`config.mk`:
```
export PLATFORM = sky130hd
export DESIGN_NAME = bws_regs
export DESIGN_NICKNAME = d
export VERILOG_FILES = /design/src/hw/bws_pkg.sv /design/src/hw/bws_regs.sv
export SDC_FILE = /design/constraint.sdc
export NUM_CORES = 1
export LEC_CHECK = 0
export BUFFER_PORTS_ARGS = -buffer_cell sky130_fd_sc_hd__buf_2
export CAP_MARGIN = 5
export CORE_ASPECT_RATIO = 0.5
export CORE_MARGIN = 3
export CORE_UTILIZATION = 30
export DETAILED_ROUTE_END_ITERATION = 7
export PLACE_DENSITY = 0.56
export SYNTH_ARGS = -nofsm -noshare
export SYNTH_HDL_FRONTEND = slang
export SYNTH_SLANG_ARGS = --single-unit
```
`constraint.sdc`:
```
create_clock -name clk_i -period 2.4 [get_ports clk_i]
set_input_delay 0.24 -clock clk_i [delete_from_list [all_inputs] [get_ports clk_i]]
set_output_delay 0.24 -clock clk_i [all_outputs]
set_load 0.05 [all_outputs]
```
`src/hw/bws_pkg.sv`:
```
// Constants and types for the bridge window and secondary status block
// Functional notes
// - I/O limit bits 11:8 always read 1h, meaning 32-bit I/O decode.
// - I/O limit bits 15:12 writable, low twelve address bits taken as FFFh.
// - I/O limit address bits 31:16 come from the upper limit field.
// - I/O base and limit decide forwarding of I/O transactions.
// - Status bits 21, 23 and 26:25 are hardwired to zero.
// - Bit 24 set on secondary parity error, write one clears, resets zero.
// - Bit 24 never sets while parity error response is disabled.
// - Bit 27 read-only, set when completing with completer abort.
// - Bit 28 read-only, set on received completer abort completion.
// - Bit 29 read-only, set on received unsupported request completion.
// - Bit 30 set on sent fatal/nonfatal message when report enable set.
// - Bit 31 set when secondary side receives a poisoned packet.
// - Memory base bits 15:4 writable, bits 3:0 zero, low bits zero.
// - Memory limit bits 31:20 writable, 19:16 zero, low bits FFFFFh.
// - Memory base and limit decide forwarding of memory transactions.
// - Prefetchable base bits 3:0 always read 1h, meaning 64-bit.
// - Prefetchable base bits 15:4 writable, upper half separate register.
// - Prefetchable base and limit decide forwarding of memory reads/writes.
// - Prefetchable base bits 63:32 held in separate writable register.
// - I/O limit bits 31:16 held in writable field at bits 31:16.
package bws_pkg;
	// ***********************************************************
	// Register offsets (byte addresses)
	// ***********************************************************
	localparam logic [7:0] BWS_OFS_IO = 8'h1c;
	localparam logic [7:0] BWS_OFS_MEM = 8'h20;
	localparam logic [7:0] BWS_OFS_PF = 8'h24;
	localparam logic [7:0] BWS_OFS_PF_UB = 8'h28;
	localparam logic [7:0] BWS_OFS_PF_UL = 8'h2c;
	localparam logic [7:0] BWS_OFS_IO_UP = 8'h30;
	localparam logic [7:0] BWS_OFS_CTL = 8'h40;

	// ***********************************************************
	// Field constants
	// ***********************************************************
	localparam logic [3:0] BWS_IO32_CODE = 4'h1;
	localparam logic [3:0] BWS_PF64_CODE = 4'h1;
	localparam logic [11:0] BWS_IO_LOW_ONES = 12'hfff;
	localparam logic [19:0] BWS_MEM_LOW_ONES = 20'hfffff;
	localparam int BWS_CTL_PERR_EN = 0;
	localparam int BWS_CTL_SERR_EN = 1;
	localparam int BWS_ST_MDPE = 24;
	localparam int BWS_ST_STA = 27;
	localparam int BWS_ST_RTA = 28;
	localparam int BWS_ST_RMA = 29;
	localparam int BWS_ST_RSE = 30;
	localparam int BWS_ST_DPE = 31;

	// ***********************************************************
	// Carrier types
	// ***********************************************************
	typedef struct packed {
		logic parity_err;
		logic cpl_abort_sent;
		logic cpl_abort_rcvd;
		logic cpl_unsup_rcvd;
		logic err_msg_sent;
		logic poisoned_rcvd;
	} bws_evt_type;

	typedef struct packed {
		logic valid;
		logic is_io;
		logic [63:0] addr;
	} bws_req_type;

	typedef struct packed {
		logic io;
		logic mem;
		logic pref;
	} bws_hit_type;
endpackage

```
`src/hw/bws_regs.sv`:
```
// Bridge window registers, secondary status and forwarding decode
`timescale 1ns/1ns
module bws_regs (
	// Clock and reset
	input wire logic clk_i,
	input wire logic rst_i,
	// Wishbone slave
	input wire logic wb_cyc_i,
	input wire logic wb_stb_i,
	input wire logic wb_we_i,
	input wire logic [7:0] wb_adr_i,
	input wire logic [3:0] wb_sel_i,
	input wire logic [31:0] wb_dat_i,
	output logic [31:0] wb_dat_o,
	output logic wb_ack_o,
	// Secondary side events, one-cycle pulses
	input wire bws_pkg::bws_evt_type evt_i,
	// Transaction to classify
	input wire bws_pkg::bws_req_type req_i,
	// Forwarding decision, one cycle after the request
	output bws_pkg::bws_hit_type hit_o
);
	import bws_pkg::*;

	// ***********************************************************
	// Bus decode
	// ***********************************************************
	logic ack_q;
	logic [31:0] rdat_q;
	logic [31:0] rdat_d;
	wire req_w = wb_cyc_i & wb_stb_i & ~ack_q;
	wire wr_w = req_w & wb_we_i;
	wire sel_io = wb_adr_i == BWS_OFS_IO;
	wire sel_mem = wb_adr_i == BWS_OFS_MEM;
	wire sel_pf = wb_adr_i == BWS_OFS_PF;
	wire sel_pub = wb_adr_i == BWS_OFS_PF_UB;
	wire sel_pul = wb_adr_i == BWS_OFS_PF_UL;
	wire sel_iou = wb_adr_i == BWS_OFS_IO_UP;
	wire sel_ctl = wb_adr_i == BWS_OFS_CTL;
	wire [31:0] bmask;
	genvar gi;
	generate
		for (gi = 0; gi < 4; gi++) begin : g_lane
			assign bmask[gi*8 +: 8] = {8{wb_sel_i[gi]}};
		end
	endgenerate
	wire [31:0] wmask = wb_dat_i & bmask;

	// ***********************************************************
	// Window registers
	// ***********************************************************
	logic [3:0] io_b_q, io_l_q;
	logic [15:0] io_ub_q, io_ul_q;
	logic [11:0] mem_b_q, mem_l_q, pf_b_q, pf_l_q;
	logic [31:0] pf_ub_q, pf_ul_q;
	logic [1:0] ctl_q;

	function automatic logic [31:0] merge(input logic [31:0] old,
		input logic [31:0] dat, input logic [31:0] m);
		merge = (old & ~m) | (dat & m);
	endfunction

	wire [31:0] io_w = merge({16'h0000, io_l_q, BWS_IO32_CODE, io_b_q,
		BWS_IO32_CODE}, wb_dat_i, bmask);
	wire [31:0] mem_w = merge({mem_l_q, 4'h0, mem_b_q, 4'h0},
		wb_dat_i, bmask);
	wire [31:0] pf_w = merge({pf_l_q, BWS_PF64_CODE, pf_b_q,
		BWS_PF64_CODE}, wb_dat_i, bmask);
	wire [31:0] pub_w = merge(pf_ub_q, wb_dat_i, bmask);
	wire [31:0] pul_w = merge(pf_ul_q, wb_dat_i, bmask);
	wire [31:0] iou_w = merge({io_ul_q, io_ub_q}, wb_dat_i, bmask);
	wire [31:0] ctl_w = merge({30'h0, ctl_q}, wb_dat_i, bmask);

	always_ff @(posedge clk_i) begin
		if (rst_i) begin
			io_b_q <= 4'h0;
			io_l_q <= 4'h0;
			io_ub_q <= 16'h0000;
			io_ul_q <= 16'h0000;
			mem_b_q <= 12'h000;
			mem_l_q <= 12'h000;
			pf_b_q <= 12'h000;
			pf_l_q <= 12'h000;
			pf_ub_q <= 32'h0000_0000;
			pf_ul_q <= 32'h0000_0000;
			ctl_q <= 2'h0;
		end else begin
			if (wr_w && sel_io) begin
				io_b_q <= io_w[7:4];
				io_l_q <= io_w[15:12];
			end
			if (wr_w && sel_mem) begin
				mem_b_q <= mem_w[15:4];
				mem_l_q <= mem_w[31:20];
			end
			if (wr_w && sel_pf) begin
				pf_b_q <= pf_w[15:4];
				pf_l_q <= pf_w[31:20];
			end
			if (wr_w && sel_pub)
				pf_ub_q <= pub_w;
			if (wr_w && sel_pul)
				pf_ul_q <= pul_w;
			if (wr_w && sel_iou) begin
				io_ub_q <= iou_w[15:0];
				io_ul_q <= iou_w[31:16];
			end
			if (wr_w && sel_ctl)
				ctl_q <= ctl_w[1:0];
		end
	end

	// ***********************************************************
	// Secondary status flags
	// ***********************************************************
	wire wr_st = wr_w & sel_io;
	wire perr_set = evt_i.parity_err & ctl_q[BWS_CTL_PERR_EN];
	wire rse_set = evt_i.err_msg_sent & ctl_q[BWS_CTL_SERR_EN];
	logic mdpe_q, sta_q, rta_q, rma_q, rse_q, dpe_q;

	always_ff @(posedge clk_i) begin
		if (rst_i) begin
			mdpe_q <= 1'b0;
			sta_q <= 1'b0;
			rta_q <= 1'b0;
			rma_q <= 1'b0;
			rse_q <= 1'b0;
			dpe_q <= 1'b0;
		end else begin
			// Set wins over a same-cycle write-one clear
			mdpe_q <= perr_set |
				(mdpe_q & ~(wr_st & wmask[BWS_ST_MDPE]));
			sta_q <= sta_q | evt_i.cpl_abort_sent;
			rta_q <= rta_q | evt_i.cpl_abort_rcvd;
			rma_q <= rma_q | evt_i.cpl_unsup_rcvd;
			rse_q <= rse_set |
				(rse_q & ~(wr_st & wmask[BWS_ST_RSE]));
			dpe_q <= evt_i.poisoned_rcvd |
				(dpe_q & ~(wr_st & wmask[BWS_ST_DPE]));
		end
	end

	// Bits 26:25, 23, 22, 21, 20:16 stay zero
	wire [15:0] status_w = {dpe_q, rse_q, rma_q, rta_q, sta_q, 2'b00,
		mdpe_q, 8'h00};

	// ***********************************************************
	// Read mux and acknowledge
	// ***********************************************************
	always_comb begin
		rdat_d = 32'h0000_0000;
		if (sel_io)
			rdat_d = {status_w, io_l_q, BWS_IO32_CODE, io_b_q,
				BWS_IO32_CODE};
		else if (sel_mem)
			rdat_d = {mem_l_q, 4'h0, mem_b_q, 4'h0};
		else if (sel_pf)
			rdat_d = {pf_l_q, BWS_PF64_CODE, pf_b_q,
				BWS_PF64_CODE};
		else if (sel_pub)
			rdat_d = pf_ub_q;
		else if (sel_pul)
			rdat_d = pf_ul_q;
		else if (sel_iou)
			rdat_d = {io_ul_q, io_ub_q};
		else if (sel_ctl)
			rdat_d = {30'h0, ctl_q};
	end

	always_ff @(posedge clk_i) begin
		if (rst_i) begin
			ack_q <= 1'b0;
			rdat_q <= 32'h0000_0000;
		end else begin
			ack_q <= req_w;
			rdat_q <= req_w ? rdat_d : 32'h0000_0000;
		end
	end
	assign wb_ack_o = ack_q;
	assign wb_dat_o = rdat_q;

	// ***********************************************************
	// Window decode
	// ***********************************************************
	wire [31:0] io_base = {io_ub_q, io_b_q, 12'h000};
	wire [31:0] io_lim = {io_ul_q, io_l_q, BWS_IO_LOW_ONES};
	wire [31:0] mem_base = {mem_b_q, 20'h00000};
	wire [31:0] mem_lim = {mem_l_q, BWS_MEM_LOW_ONES};
	wire [63:0] pf_base = {pf_ub_q, pf_b_q, 20'h00000};
	wire [63:0] pf_lim = {pf_ul_q, pf_l_q, BWS_MEM_LOW_ONES};
	wire up_zero = req_i.addr[63:32] == 32'h0000_0000;
	wire io_in = up_zero && req_i.addr[31:0] >= io_base &&
		req_i.addr[31:0] <= io_lim;
	wire mem_in = up_zero && req_i.addr[31:0] >= mem_base &&
		req_i.addr[31:0] <= mem_lim;
	wire pf_in = req_i.addr >= pf_base &&
		req_i.addr <= pf_lim;
	bws_hit_type hit_q, hit_d;
	wire hit_io_w = req_i.valid & req_i.is_io & io_in;
	wire hit_mem_w = req_i.valid & ~req_i.is_io & mem_in;
	wire hit_pf_w = req_i.valid & ~req_i.is_io & pf_in;
	assign hit_d = {hit_io_w, hit_mem_w, hit_pf_w};

	always_ff @(posedge clk_i) begin
		if (rst_i)
			hit_q <= '0;
		else
			hit_q <= hit_d;
	end
	assign hit_o = hit_q;
endmodule

```
==> impl_metrics.toml <==
[synthesis]
async_flop_share_pct = 0
synth_flop_cell = "dfxtp_1"
syn_inst = 1513
yosysTopAreaCell = "dfxtp_1"
synth_top_area_share_pct = 33.7
yosysWarnings = 0
syn_nets = 1786
yosysSeqAreaShare_pct = 33.7
synth-edff-count = 0
synth_seq_cells = 196
syn_avg_cell_area_um2 = 7.70
synth_cell_types = 55
synth_area_um2 = 11700
synthTopCellsByArea = "dfxtp_1 (34%), ha_1 (16%), a21oi_1 (11%)"

[sta]
fin_crit_sh_pct = 92.7
setup_violations = 0
setup_tns_ns = 0
drv_slew = 0
max_freq_ghz = 0.449
finalHoldViolations = 0
worst_pin_slew_ns = 0.862
finalClockSkew_ns = 0.0148
worst_slew_margin_rel_pct = 42.5
fin_crit_ns = 2.22
rsz0062_at_grt = "no"

[global_route]
grt_pass1_wl_mm = 65.3
antenna_found_initial = 3
grt_use_total_pct = 20.2
grt_pass1_vias = 10884
grt_overflow = 0
grt_max_degree = 88

[die]
fp.dieH_um = 145
dieArea_um2 = 41400
die_x_um = 285
row_count = 50
boundaryPins = 157
initial_utilization_pct = 30.8
core-area_um2 = 37800

[min_path]
hold_start = "evt_i[1]"
hold_path.class = "input pin to register"
holdPathStages = 3
hold_end = "rse_q$_SDFF_PP0_"

[place]
hpwl_mm = 32.6
io_buffers = 156
gp_congestion = 0.900

[clock_tree]
clock_sinks = 196
cts_tree = "yes"
postCtsSetupBuffers = 0
htree_levels = 4
cts-root-buf = "clkbuf_16"
clock_path_buffers = 2
cts_made_buffers = 17
path_clk_slew_ns = 0.08
clk_latency_ns = 0.47

[power_and_ir_drop]
finalPower_mw = 7.02
p_leak_nw = 4.98
ir_drop_mv = 0.547
power_per_cell_area_nw_per_um2 = 508

[worst_setup_path]
cpPeakStageDelay_ns = 0.53
cp_cell_sequence = "inv_1, ha_1, and4_1, nor4bb_1, a221oi_1, o221ai_1, a21oi_2, o31a_1"
r2r_slack_ns = 0.18
arrival_ns = 2.58
worstPathMaxFanout = 3
start_kind = "register"
reg2reg_depth = 8
slowest_stage = "nor4bb_1"
worstReg2RegEnd = "hit_o[2]$_SDFF_PP0_"
cp-end-kind = "register"
required_ns = 2.75
crit_type = "register to register"

[outcome]
status = "complete, no violations"

[detailed_routing]
via_per_inst = 5.21
drt-initial-drc-count = 964
drc_errors = 0
dr.pass1.iters = 7
routedWlPerCell_um = 19.3
wirelength_mm = 42.4
ant_nets = 0
via_count = 11432

[flow_run]
max_cap_viol_count = 0

[final_layout]
drive_gt1_share_pct = 15.1
fill_cells = 4005
final_common_cell = "a21oi_1"
syn_to_final_growth_pct = 18.7
final_cell_mix = "a21oi_1 (264), dfxtp_1 (196), nand2_1 (189), inv_1 (159), buf_2 (155)"
fin_nets = 1932
utilization_pct = 36.6
-- power by group --
| part | total, mW | switching [mW] | internal, mW |
|---|---|---|---|
| clock | 3.04 | 1.54 | 1.50 |
| combinational | 0.721 | 0.455 | 0.265 |
| sequential | 3.26 | 0.00402 | 3.25 |
| total | 7.02 | 2.00 | 5.02 |
-- layout make-up --
type                    instances  area, um2  area share, %
diodes                          3       7.51         0.0543
flip-flops and latches        196       3920           28.4
clock inverters                15        179           1.29
multi-input cells            1079       6770           49.0
repair buffers                205       1270           9.21
clock buffers                  17        425           3.07
inverters                     160        601           4.34
well taps                     520        651           4.70
-- timing repair --
action,in CTS,in global routing
endpoints found under the setup margin,0,1
hold buffers,4,0
gates resized for setup,0,1
endpoints found under the hold margin,4,0
-- Yosys cell counts, types with 11 or more instances --
master    instances
inv_1           159
nand4_1          34
buf_2            33
nor2_1           80
nand2_1         189
a21oi_1         265
a31oi_1          13
nand3_1         102
nor3_1           11
ha_1            152
dfxtp_1         196
nor4_1           13
clkbuf_1         37
a22oi_1          68
o21ai_0          52
a21o_1           20
-- layer usage --
layer / wire length (um) / share of wire (%) / vias to the layer above / track usage, %
li1: - / - / 5641 / -
met1: 18600 / 44 / 5385 / 26.8
met2: 20100 / 47 / 361 / 33.1
met3: 2800 / 6.6 / 45 / 4.04
met4: 915 / 2.2 / 0 / 6.44
met5: 0 / 0 / - / 0
-- worst max-delay path by stage --
stage	startpoint	to	slack [ns]	cells after the start
finish	register	hit_o[2]$_SDFF_PP0_	0.18	8
floorplan	wb_ack_o$_SDFF_PP0_	register	0.57	8
CTS	register	hit_o[2]$_SDFF_PP0_	0.13	8
detailed placement	req_i[21]	hit_o[2]$_SDFF_PP0_	0.16	8
global placement	req_i[21]	hit_o[2]$_SDFF_PP0_	0.15	8
global route	register	hit_o[0]$_SDFF_PP0_	0.04	8
-- critical path: cells and delay by family (launching register included) --
kind | cells | cell delay [ns]
AND/OR/NAND/NOR | 2 | 0.73
AO/OA/AOI/OAI | 4 | 0.62
flip-flops | 1 | 0.38
adder cells (fa/ha/maj) | 1 | 0.29
buffers and inverters | 1 | 0.09
-- through the flow --
step                instance area (um2)  std cells  setup WS, ns  hold WS (ns)
floorplan                         11700       1513         0.566         0.356
global placement                  13200       2156         0.147         0.446
detailed placement                13200       2156         0.157         0.448
CTS                               13800       2192         0.127        0.0188
global route                      13800       2195        0.0419        0.0296
finish                            13800       2195         0.175        0.0353
-- logic make-up (layout without fill, tap and decap cells) --
family	count (synthesis)	count (layout)	synth area share (%)
buffers and inverters	238	397	8.28
muxes	1	1	0.0859
adders and majority gates	152	152	16.3
AOI/OAI and AO/OA	451	451	22.4
and+or+nand+nor	475	475	19.3
other	0	3	0
DFF	196	196	33.7
Power figures use the tool's default switching activity.
